`src/hw/synth_ctrl_defines.vh`:
```
// constants of the synthesizer control register bank
// assumes inclusion by every design file of the bank, with no package available
`ifndef SYNTH_CTRL_DEFINES_VH
`define SYNTH_CTRL_DEFINES_VH
// serial frame: read flag, 7-bit address, 8-bit data, msb first
`define FRAME_BITS 5'h10
`define HEAD_LAST 5'h07
`define FRAME_LAST 5'h0f
// register offsets
`define ADDR_FRAC_BYTE_LOW 7'h00
`define ADDR_FRAC_BYTE_MID 7'h01
`define ADDR_FRAC_BYTE_HIGH 7'h02
`define ADDR_FRAC_TOP_BIT 7'h03
`define ADDR_REF_DIVIDER_ENABLE 7'h05
`define ADDR_INT_BYTE_LOW 7'h06
`define ADDR_INT_HIGH_AND_TEST_OUT 7'h07
`define ADDR_PUMP_CURRENT 7'h09
`define ADDR_REF_PATH_CONTROL 7'h0a
`define ADDR_PLL_POWER 7'h0c
`define ADDR_TX_OFF_GATING 7'h0e
// field positions
`define POS_REF_DIV_EN 4
`define POS_TEST_SEL_LSB 4
`define POS_PUMP_LSB 4
`define POS_REF_HALF 6
`define POS_REF_DOUBLER 5
`define POS_PLL_DOWN 2
`define POS_GATE_ATT 5
`define POS_GATE_LO_BUF 4
`define POS_GATE_QUAD 3
`define POS_GATE_LO_DBL 1
`define POS_GATE_RF_MON 0
// reset values
`define RST_BYTE 8'h00
`define RST_NIBBLE 4'h0
`define RST_REF_CODE 5'h00
`define RST_BIT 1'b0
// test output select codes
`define TEST_TRISTATE 4'h0
`define TEST_HIGH 4'h1
`define TEST_LOW 4'h2
`define TEST_REF_HALF 4'hd
`define TEST_FB_HALF 4'he
// reference divider code zero means divide by 32
`define REF_CODE_ZERO 5'h00
`define REF_RATIO_MAX 6'h20
`endif

```
`src/hw/serial_control_port.v`:
```
// serial control port: 16-bit frames, mode 0, msb first
// assumes spi pins arrive unsynchronised to clk; sclk at most clk/8
`timescale 1ns/10ps
`include "synth_ctrl_defines.vh"
module serial_control_port (
  input wire clk,
  input wire resetn,
  input wire spi_sclk,
  input wire spi_cs_n,
  input wire spi_mosi,
  output wire spi_miso,
  output wire spi_miso_oe,
  input wire [7:0] rd_data,
  output reg [6:0] addr,
  output reg wr_en,
  output reg [7:0] wr_data
);
  reg sclk_s1, sclk_s2, sclk_d;
  reg cs_s1, cs_s2;
  reg mosi_s1, mosi_s2;
  reg [4:0] bit_cnt;
  reg [14:0] shift;
  reg [7:0] out_sr;
  reg is_read;
  reg load_rd;
  wire active = ~cs_s2;
  wire rise = active & sclk_s2 & ~sclk_d;
  wire fall = active & ~sclk_s2 & sclk_d;

  // two flops before any logic reads a pin
  always @(posedge clk or negedge resetn) begin
    if (!resetn) begin
      sclk_s1 <= 1'b0;
      sclk_s2 <= 1'b0;
      sclk_d <= 1'b0;
      cs_s1 <= 1'b1;
      cs_s2 <= 1'b1;
      mosi_s1 <= 1'b0;
      mosi_s2 <= 1'b0;
    end else begin
      sclk_s1 <= spi_sclk;
      sclk_s2 <= sclk_s1;
      sclk_d <= sclk_s2;
      cs_s1 <= spi_cs_n;
      cs_s2 <= cs_s1;
      mosi_s1 <= spi_mosi;
      mosi_s2 <= mosi_s1;
    end
  end

  always @(posedge clk or negedge resetn) begin
    if (!resetn) begin
      bit_cnt <= 5'h00;
      shift <= 15'h0000;
      out_sr <= 8'h00;
      is_read <= 1'b0;
      load_rd <= 1'b0;
      addr <= 7'h00;
      wr_en <= 1'b0;
      wr_data <= 8'h00;
    end else begin
      wr_en <= 1'b0;
      load_rd <= 1'b0;
      if (!active) begin
        // an aborted frame writes nothing
        bit_cnt <= 5'h00;
        is_read <= 1'b0;
      end else if (rise) begin
        shift <= {shift[13:0], mosi_s2};
        bit_cnt <= bit_cnt + 5'h01;
        if (bit_cnt == `HEAD_LAST) begin
          is_read <= shift[6];
          addr <= {shift[5:0], mosi_s2};
          load_rd <= shift[6];
        end
        if (bit_cnt == `FRAME_LAST && !is_read) begin
          wr_en <= 1'b1;
          wr_data <= {shift[6:0], mosi_s2};
        end
      end else if (fall && is_read && bit_cnt > `HEAD_LAST + 5'h01) begin
        out_sr <= {out_sr[6:0], 1'b0};
      end
      if (load_rd) begin
        out_sr <= rd_data;
      end
    end
  end

  assign spi_miso = out_sr[7];
  assign spi_miso_oe = active & is_read & (bit_cnt > `HEAD_LAST);
endmodule // serial_control_port

```
`src/hw/synth_control_register_bank.v`:
```
// synthesizer control register bank with double-buffered loop settings
// assumes spi, tx_off_pin and reference/feedback clocks arrive unsynchronised
//
// Function
// - fractional bits 0..7 live in byte register 0x00.
// - fractional bits 8..15 live in byte register 0x01.
// - fractional bits 16..23 live in byte register 0x02.
// - fractional bit 24 is bit 0 of 0x03; other bits reserved.
// - loop fields go to shadows, all committed together on write to 0x00.
// - integer word: low byte at 0x06, high nibble at 0x07 bits 3..0.
// - 0x07 bits 7..4 select test pin: tristate, high, low, ref/2, fb/2.
// - 0x09 bits 7..4 pick one of sixteen pump currents, default lowest.
// - 0x05 bit 4 enables reference divider, default off.
// - 0x0a bits 4..0 give reference ratio; zero means 32, default.
// - 0x0a bit 5 enables reference doubler, default off.
// - 0x0a bit 6 inserts divide-by-two stage, default bypassed.
// - 0x0c bit 2 powers down the pll, default powered.
// - 0x0e bit 5 disables attenuator while tx off pin high.
// - 0x0e bit 4 disables lo buffer while tx off pin high.
// - 0x0e bit 3 disables quadrature divider while tx off pin high.
// - 0x0e bit 1 disables lo doubler while tx off pin high.
// - 0x0e bit 0 disables rf monitor while tx off pin high.
// - every register is readable and writable over the control port.
`timescale 1ns/10ps
`include "synth_ctrl_defines.vh"
module synth_control_register_bank (
  input wire clk,
  input wire resetn,
  input wire spi_sclk,
  input wire spi_cs_n,
  input wire spi_mosi,
  output wire spi_miso,
  output wire spi_miso_oe,
  input wire tx_off_pin,
  input wire ref_clk_pin,
  input wire feedback_clock_div,
  output reg [24:0] frac_word,
  output reg [11:0] int_word,
  output reg new_word_load,
  output reg ref_div_en,
  output reg [5:0] ref_div_ratio,
  output reg ref_doubler_en,
  output reg ref_half_en,
  output reg [3:0] pump_code,
  output reg pll_powerdown,
  output reg attenuator_en,
  output reg lo_buffer_en,
  output reg quadrature_divider_en,
  output reg lo_doubler_en,
  output reg rf_monitor_en,
  output reg test_out,
  output reg test_out_oe
);
  wire [6:0] addr;
  wire wr_en;
  wire [7:0] wr_data;
  reg [7:0] rd_data;

  // shadow copies, which are what the host reads back
  reg [7:0] frac_byte_low;
  reg [7:0] frac_byte_mid;
  reg [7:0] frac_byte_high;
  reg frac_msb;
  reg ref_div_en_sh;
  reg [7:0] int_byte_low;
  reg [3:0] int_high_sh;
  reg [3:0] pump_sh;
  reg ref_half_sh;
  reg ref_doubler_sh;
  reg [4:0] ref_code_sh;
  // immediate fields, acting one edge after their write
  // reserved bits have no storage, so they can steer nothing
  reg [3:0] test_sel;
  reg pll_down;
  reg gate_attenuator_on_tx_off;
  reg gate_lo_buffer_on_tx_off;
  reg gate_quad_divider_on_tx_off;
  reg gate_lo_doubler_on_tx_off;
  reg gate_rf_monitor_on_tx_off;

  // pin synchronisers
  reg tx_s1, tx_s2;
  reg ref_s1, ref_s2, ref_d;
  reg fb_s1, fb_s2, fb_d;
  reg ref_half_clk;
  reg fb_half_clk;

  // the port decodes frames; storage and decode of the bank stay here
  serial_control_port serial_control_port_inst (
    .clk(clk),
    .resetn(resetn),
    .spi_sclk(spi_sclk),
    .spi_cs_n(spi_cs_n),
    .spi_mosi(spi_mosi),
    .spi_miso(spi_miso),
    .spi_miso_oe(spi_miso_oe),
    .rd_data(rd_data),
    .addr(addr),
    .wr_en(wr_en),
    .wr_data(wr_data)
  );

  function hit;
    input [6:0] a;
    input [6:0] target;
    begin
      hit = (a == target);
    end
  endfunction

  function [5:0] ref_ratio;
    input [4:0] code;
    begin
      if (code == `REF_CODE_ZERO) begin
        ref_ratio = `REF_RATIO_MAX;
      end else begin
        ref_ratio = {1'b0, code};
      end
    end
  endfunction

  // read decode; unmapped addresses and reserved bits read zero
  // reads return shadows, so a readback shows what the next commit loads, except 0x00, whose commit takes the written byte
  always @* begin
    rd_data = 8'h00;
    if (hit(addr, `ADDR_FRAC_BYTE_LOW)) begin
      rd_data = frac_byte_low;
    end else if (hit(addr, `ADDR_FRAC_BYTE_MID)) begin
      rd_data = frac_byte_mid;
    end else if (hit(addr, `ADDR_FRAC_BYTE_HIGH)) begin
      rd_data = frac_byte_high;
    end else if (hit(addr, `ADDR_FRAC_TOP_BIT)) begin
      rd_data = {7'h00, frac_msb};
    end else if (hit(addr, `ADDR_REF_DIVIDER_ENABLE)) begin
      rd_data[`POS_REF_DIV_EN] = ref_div_en_sh;
    end else if (hit(addr, `ADDR_INT_BYTE_LOW)) begin
      rd_data = int_byte_low;
    end else if (hit(addr, `ADDR_INT_HIGH_AND_TEST_OUT)) begin
      rd_data = {test_sel, int_high_sh};
    end else if (hit(addr, `ADDR_PUMP_CURRENT)) begin
      rd_data = {pump_sh, 4'h0};
    end else if (hit(addr, `ADDR_REF_PATH_CONTROL)) begin
      rd_data = {1'b0, ref_half_sh, ref_doubler_sh, ref_code_sh};
    end else if (hit(addr, `ADDR_PLL_POWER)) begin
      rd_data[`POS_PLL_DOWN] = pll_down;
    end else if (hit(addr, `ADDR_TX_OFF_GATING)) begin
      rd_data[`POS_GATE_ATT] = gate_attenuator_on_tx_off;
      rd_data[`POS_GATE_LO_BUF] = gate_lo_buffer_on_tx_off;
      rd_data[`POS_GATE_QUAD] = gate_quad_divider_on_tx_off;
      rd_data[`POS_GATE_LO_DBL] = gate_lo_doubler_on_tx_off;
      rd_data[`POS_GATE_RF_MON] = gate_rf_monitor_on_tx_off;
    end
  end

  // register writes
  always @(posedge clk or negedge resetn) begin
    if (!resetn) begin
      frac_byte_low <= `RST_BYTE;
      frac_byte_mid <= `RST_BYTE;
      frac_byte_high <= `RST_BYTE;
      frac_msb <= `RST_BIT;
      ref_div_en_sh <= `RST_BIT;
      int_byte_low <= `RST_BYTE;
      int_high_sh <= `RST_NIBBLE;
      pump_sh <= `RST_NIBBLE;
      ref_half_sh <= `RST_BIT;
      ref_doubler_sh <= `RST_BIT;
      ref_code_sh <= `RST_REF_CODE;
      test_sel <= `RST_NIBBLE;
      pll_down <= `RST_BIT;
      gate_attenuator_on_tx_off <= `RST_BIT;
      gate_lo_buffer_on_tx_off <= `RST_BIT;
      gate_quad_divider_on_tx_off <= `RST_BIT;
      gate_lo_doubler_on_tx_off <= `RST_BIT;
      gate_rf_monitor_on_tx_off <= `RST_BIT;
    end else if (wr_en) begin
      if (hit(addr, `ADDR_FRAC_BYTE_LOW)) begin
        frac_byte_low <= wr_data;
      end else if (hit(addr, `ADDR_FRAC_BYTE_MID)) begin
        frac_byte_mid <= wr_data;
      end else if (hit(addr, `ADDR_FRAC_BYTE_HIGH)) begin
        frac_byte_high <= wr_data;
      end else if (hit(addr, `ADDR_FRAC_TOP_BIT)) begin
        frac_msb <= wr_data[0];
      end else if (hit(addr, `ADDR_REF_DIVIDER_ENABLE)) begin
        ref_div_en_sh <= wr_data[`POS_REF_DIV_EN];
      end else if (hit(addr, `ADDR_INT_BYTE_LOW)) begin
        int_byte_low <= wr_data;
      end else if (hit(addr, `ADDR_INT_HIGH_AND_TEST_OUT)) begin
        int_high_sh <= wr_data[3:0];
        test_sel <= wr_data[7:4];
      end else if (hit(addr, `ADDR_PUMP_CURRENT)) begin
        pump_sh <= wr_data[7:4];
      end else if (hit(addr, `ADDR_REF_PATH_CONTROL)) begin
        ref_half_sh <= wr_data[`POS_REF_HALF];
        ref_doubler_sh <= wr_data[`POS_REF_DOUBLER];
        ref_code_sh <= wr_data[4:0];
      end else if (hit(addr, `ADDR_PLL_POWER)) begin
        pll_down <= wr_data[`POS_PLL_DOWN];
      end else if (hit(addr, `ADDR_TX_OFF_GATING)) begin
        gate_attenuator_on_tx_off <= wr_data[`POS_GATE_ATT];
        gate_lo_buffer_on_tx_off <= wr_data[`POS_GATE_LO_BUF];
        gate_quad_divider_on_tx_off <= wr_data[`POS_GATE_QUAD];
        gate_lo_doubler_on_tx_off <= wr_data[`POS_GATE_LO_DBL];
        gate_rf_monitor_on_tx_off <= wr_data[`POS_GATE_RF_MON];
      end
    end
  end

  // commit of the double-buffered set; the new low byte joins in the same edge
  // the loop never sees half a setting, since every field moves on one edge
  wire commit = wr_en & hit(addr, `ADDR_FRAC_BYTE_LOW);
  always @(posedge clk or negedge resetn) begin
    if (!resetn) begin
      frac_word <= 25'h0000000;
      int_word <= 12'h000;
      new_word_load <= 1'b0;
      ref_div_en <= `RST_BIT;
      ref_div_ratio <= `REF_RATIO_MAX;
      ref_doubler_en <= `RST_BIT;
      ref_half_en <= `RST_BIT;
      pump_code <= `RST_NIBBLE;
    end else begin
      new_word_load <= commit;
      if (commit) begin
        frac_word <= {frac_msb, frac_byte_high, frac_byte_mid, wr_data};
        int_word <= {int_high_sh, int_byte_low};
        ref_div_en <= ref_div_en_sh;
        ref_div_ratio <= ref_ratio(ref_code_sh);
        ref_doubler_en <= ref_doubler_sh;
        ref_half_en <= ref_half_sh;
        pump_code <= pump_sh;
      end
    end
  end

  // transmit-disable pin; two flops before the enables read it
  always @(posedge clk or negedge resetn) begin
    if (!resetn) begin
      tx_s1 <= 1'b0;
      tx_s2 <= 1'b0;
    end else begin
      tx_s1 <= tx_off_pin;
      tx_s2 <= tx_s1;
    end
  end

  // clock pins, sampled for the test output only
  always @(posedge clk or negedge resetn) begin
    if (!resetn) begin
      ref_s1 <= 1'b0;
      ref_s2 <= 1'b0;
      ref_d <= 1'b0;
      fb_s1 <= 1'b0;
      fb_s2 <= 1'b0;
      fb_d <= 1'b0;
      ref_half_clk <= 1'b0;
      fb_half_clk <= 1'b0;
    end else begin
      ref_s1 <= ref_clk_pin;
      ref_s2 <= ref_s1;
      ref_d <= ref_s2;
      fb_s1 <= feedback_clock_div;
      fb_s2 <= fb_s1;
      fb_d <= fb_s2;
      // halving by toggling on each sampled rising edge; clocks above clk/4 alias
      if (ref_s2 && !ref_d) begin
        ref_half_clk <= ~ref_half_clk;
      end
      if (fb_s2 && !fb_d) begin
        fb_half_clk <= ~fb_half_clk;
      end
    end
  end

  // block enables follow the gating bits at once; no shadow on these
  wire [4:0] gate_bits = {gate_attenuator_on_tx_off, gate_lo_buffer_on_tx_off,
    gate_quad_divider_on_tx_off, gate_lo_doubler_on_tx_off, gate_rf_monitor_on_tx_off};
  wire [4:0] next_en;
  genvar gi;
  generate
    for (gi = 0; gi < 5; gi = gi + 1) begin : gate_loop
      // a clear gating bit keeps its block on whatever the pin does
      assign next_en[gi] = ~(gate_bits[gi] & tx_s2);
    end
  endgenerate
  always @(posedge clk or negedge resetn) begin
    if (!resetn) begin
      pll_powerdown <= 1'b0;
      attenuator_en <= 1'b1;
      lo_buffer_en <= 1'b1;
      quadrature_divider_en <= 1'b1;
      lo_doubler_en <= 1'b1;
      rf_monitor_en <= 1'b1;
    end else begin
      pll_powerdown <= pll_down;
      attenuator_en <= next_en[4];
      lo_buffer_en <= next_en[3];
      quadrature_divider_en <= next_en[2];
      lo_doubler_en <= next_en[1];
      rf_monitor_en <= next_en[0];
    end
  end

  // test output mux; codes not listed float the pin
  always @(posedge clk or negedge resetn) begin
    if (!resetn) begin
      test_out <= 1'b0;
      test_out_oe <= 1'b0;
    end else begin
      case (test_sel)
        `TEST_TRISTATE: begin
          test_out <= 1'b0;
          test_out_oe <= 1'b0;
        end
        `TEST_HIGH: begin
          test_out <= 1'b1;
          test_out_oe <= 1'b1;
        end
        `TEST_LOW: begin
          test_out <= 1'b0;
          test_out_oe <= 1'b1;
        end
        `TEST_REF_HALF: begin
          test_out <= ref_half_clk;
          test_out_oe <= 1'b1;
        end
        `TEST_FB_HALF: begin
          test_out <= fb_half_clk;
          test_out_oe <= 1'b1;
        end
        default: begin
          test_out <= 1'b0;
          test_out_oe <= 1'b0;
        end
      endcase
    end
  end
endmodule // synth_control_register_bank

```
`config.mk`:
```
export PLATFORM = sky130hd
export DESIGN_NAME = synth_control_register_bank
export DESIGN_NICKNAME = d
export VERILOG_FILES = /design/src/hw/serial_control_port.v /design/src/hw/synth_control_register_bank.v
export VERILOG_INCLUDE_DIRS = /design/src /design/src/hw
export SDC_FILE = /design/constraint.sdc
export NUM_CORES = 1
export LEC_CHECK = 0
export BUFFER_PORTS_ARGS = -buffer_cell sky130_fd_sc_hd__buf_4
export CAP_MARGIN = 0
export CELL_PAD_IN_SITES_DETAIL_PLACEMENT = 1
export CELL_PAD_IN_SITES_GLOBAL_PLACEMENT = 2
export CORE_AREA = 4 4 175 109
export CTS_CLUSTER_SIZE = 10
export DETAILED_ROUTE_END_ITERATION = 7
export DIE_AREA = 0 0 179 113
export GPL_TIMING_DRIVEN = 0
export PLACE_DENSITY = 0.77
export SETUP_SLACK_MARGIN = 0.02
export SLEW_MARGIN = 20
export SYNTH_ARGS = -nofsm -noshare
export SYNTH_HDL_FRONTEND = slang
export SYNTH_HIERARCHICAL = 1
export SYNTH_SLANG_ARGS = --single-unit
```
`constraint.sdc`:
```
create_clock -name clk -period 2.6 [get_ports clk]
set_input_delay 0.13 -clock clk [delete_from_list [all_inputs] [get_ports clk]]
set_output_delay 0.13 -clock clk [all_outputs]
set_load 0.005 [all_outputs]
```
==> impl_metrics.toml <==
[yosys]
synth_edf_count = 0
yosys_warnings = 6
seq_area_frac_synth_pct = 57.1
synth_area_um2 = 7250
synth.net_count = 529
avgSynthCellArea_um2 = 14.0
ys_types = 66
async_flop_share_pct = 100
synth_cells = 518
ys_seq_elements = 165
synth_flop_cell = "dfrtp_1"

[route]
remaining_drc_errors = 0
wire_per_inst_um = 21.3
wirelength_mm = 18.4
vias = 4554
ant_nets = 0
drt_iter0_drc = 301
vias_per_cell = 5.26
dr.pass1.iters = 4

[run_status]
status = "finished clean"

[layout]
postLayoutCoreUtil_pct = 49.4
nNetsFinal = 624
fill_cells = 1791
area_delta_synth_final_pct = 20.3
num_antenna_cells = 0
stdcell_area_um2 = 8720
layout-drive-gt1-share_pct = 41.4

[power_and_ir_drop]
clkPwrFrac_pct = 45.0
p_per_area_nw_per_um2 = 600
vdd_drop_max_uv = 347
p_int_uw = 4070
pwr-share-seq_pct = 51.8
power.leakage_uw = 0.00432
swShare_pct = 22.4
combPwrFrac_pct = 3.2
power_switching_uw = 1170

[cts]
tritoncts = "built"
clk_path_buf_depth = 2
cts_buffers = 17
clk_latency_ns = 0.42
cts-root-buf = "clkbuf_16"
htree_levels = 4
cts.reportedPaths.clkPinSlew_ns = 0.06
cts_sinks = 165

[timing]
tightest_slew_ns = 0.771
min_period_ns = 2.48
grt_setup_unrepaired = "true"
drv_slew = 0
finalSetupViolCount = 0
max-slew-margin-rel_pct = 47.3
hold_viol = 0
fin_crit_sh_pct = 95.4
fin_setup_tns_ns = 0
fin_skew_ns = 0.0116
setup_ws_ns = 0.120
clock.fmax_mhz = 403

[die]
io_pins = 69
rows = 38
initial_utilization_pct = 41.1
dieArea_um2 = 20200
die_width_um = 179
die_h_um = 113
fp.coreArea_um2 = 17600

[placement]
pre_cts_ws_ns = 0.0937
dp_hpwl_mm = 13.3
globalplace.congestion = 0.887
port_buffers = 68
placed_area_um2 = 8100

[setup_path]
cp_slowest_cell = "a2111oi_0"
cp-start-kind = "flop"
cp-end-kind = "flop"
cp_max_fo = 10
crit_chain = "clkbuf_1 > nor3_1 > nand2_1 > a2111oi_0 > a211oi_2 > nor2b_1 > a21oi_1"
arrival_ns = 2.78
worst_ep_required_time_ns = 2.90
criticalPathCategory = "reg -> reg"
slowest_delay_ns = 0.77
timing.reg2reg.setup_slack_ns = 0.12

[grt]
track_usage_pct = 19.3
antenna_found_initial = 0
grt_pass1_wl_mm = 29.4
globalRoute.busiestLayer = "met1"
grt_pass1_vias = 4875
grt_overflow_total = 0
grt_max_degree = 88
gr-usage-met3_pct = 3.81
met2_usage_pct = 27.4
grtUsageMet1_pct = 30.5

[min_path]
hp-class = "in -> async"

[job]
drv_cap = 0
final timing paths:
check / from / end / cells after the start
max reg2reg: serial_control_port_inst/addr[3]$_DFFE_PN0P_ / serial_control_port_inst/out_sr[4]$_DFFE_PN0P_ / 7
max: serial_control_port_inst/addr[3]$_DFFE_PN0P_ / serial_control_port_inst/out_sr[4]$_DFFE_PN0P_ / 7
max in group asynchronous: resetn / serial_control_port_inst/wr_en$_DFF_PN0_ / 3
min: resetn / int_word[8]$_DFFE_PN0P_ / 2
min in group clk: spi_sclk / serial_control_port_inst/sclk_s1$_DFF_PN0_ / 2
min reg2reg: serial_control_port_inst/sclk_s1$_DFF_PN0_ / serial_control_port_inst/sclk_s2$_DFF_PN0_ / 0
Yosys cell counts, drive strengths merged (8+ instances only):
cell type  count  area (um^2)
nor2          23          115
dfstp          8          210
nor2b         12         82.6
inv           11         41.3
mux2i         13          130
buf           15          116
dfrtp        157         3930
a21oi         17         85.1
o21ai         15         75.1
nand2         13         48.8
nand3          9         72.6
mux2         121         1550
nand2b        10         62.6
a31oi          8         50.1
power groups by stage:
stage | combinational, uW | clock (uW) | sequential, uW
final | 167 | 2360 | 2710
after global routing | 192 | 2530 | 2720
after CTS | 173 | 2410 | 2710
after detailed placement | 164 | 0 | 2760
after global placement | 147 | 0 | 2750
after floorplan | 81.8 | 0 | 2730
worst max-delay path, delay by kind of cell (launching register included):
kind | cells | cell delay, ns
buffers and inverters | 1 | 0.27
flip-flops | 1 | 0.42
AO/OA/AOI/OAI | 3 | 0.94
AND/OR/NAND/NOR | 3 | 0.72
logic make-up (layout without fill, tap and decap cells):
group	count (synthesis)	count (layout)	synth area share, %
compound gates	67	67	6.01
xor+xnor	6	6	0.725
simple gates	109	109	9.68
mux	135	135	23.4
fa+ha+maj	3	3	0.518
buf+inv	33	141	2.54
flops	165	165	57.1
placed cells by master, fill, tap and decap left out, drive strengths merged, types with 4 or more instances in the layout:
cell and count:
mux2i 13, nor3 7, o21ai 15, inv 14, buf 83, xnor2 4
nor4 4, dlygate4sd3 7, a21oi 17, or3 5, nand3 9, nor2b 12
nor2 23, clkbuf 29, nand4 6, mux2 121, clkinv 5, a211oi 4
a31oi 8, nand2b 10, nand2 13, dfrtp 157, dfstp 8
flip-flops by register name, summed over array words and instances (netlist names), 6 cells and up:
register                          flops
frac_byte_low                         7
frac_byte_mid                         8
serial_control_port_inst/out_sr       8
int_byte_low                          8
int_word                             12
frac_byte_high                        8
frac_word                            18
serial_control_port_inst/addr         7
serial_control_port_inst/shift        7
ref_div_ratio                         6
serial_control_port_inst/wr_data      8
metal layers:
| layer | share of wire (%) | vias up |
|---|---|---|
| li1 | - | 2061 |
| met1 | 53 | 2396 |
| met2 | 43 | 85 |
| met3 | 2.6 | 12 |
| met4 | 0.98 | 0 |
| met5 | 0 | - |
cell type report:
| type | count | area (um^2) | area share [%] |
|---|---|---|---|
| plain buffers | 22 | 144 | 1.65 |
| clock buffers | 21 | 450 | 5.16 |
| clock inverters | 11 | 100 | 1.15 |
| inverters | 11 | 41.3 | 0.473 |
| multi-input cells | 320 | 2930 | 33.6 |
| flip-flops and latches | 165 | 4140 | 47.5 |
| well taps | 240 | 300 | 3.44 |
| repair buffers | 76 | 616 | 7.06 |
per-stage QoR:
step,std cells,hold slack [ns],power (uW)
5_1_grt,866,0.314,5450
2_1_floorplan,518,-0.166,2810
3_3_place_gp,826,0.238,2900
4_1_cts,866,0.297,5300
3_5_place_dp,827,0.152,2920
6_report,866,0.267,5240
repair_timing:
| action | in CTS | in global routing |
|---|---|---|
| endpoints found under the setup margin | 0 | 5 |
| resized for setup | 0 | 3 |
| hold buffers | 7 | 0 |
| setup buffers | 0 | 0 |
| endpoints found under the hold margin | 76 | 0 |
Power figures use the tool's default switching activity.
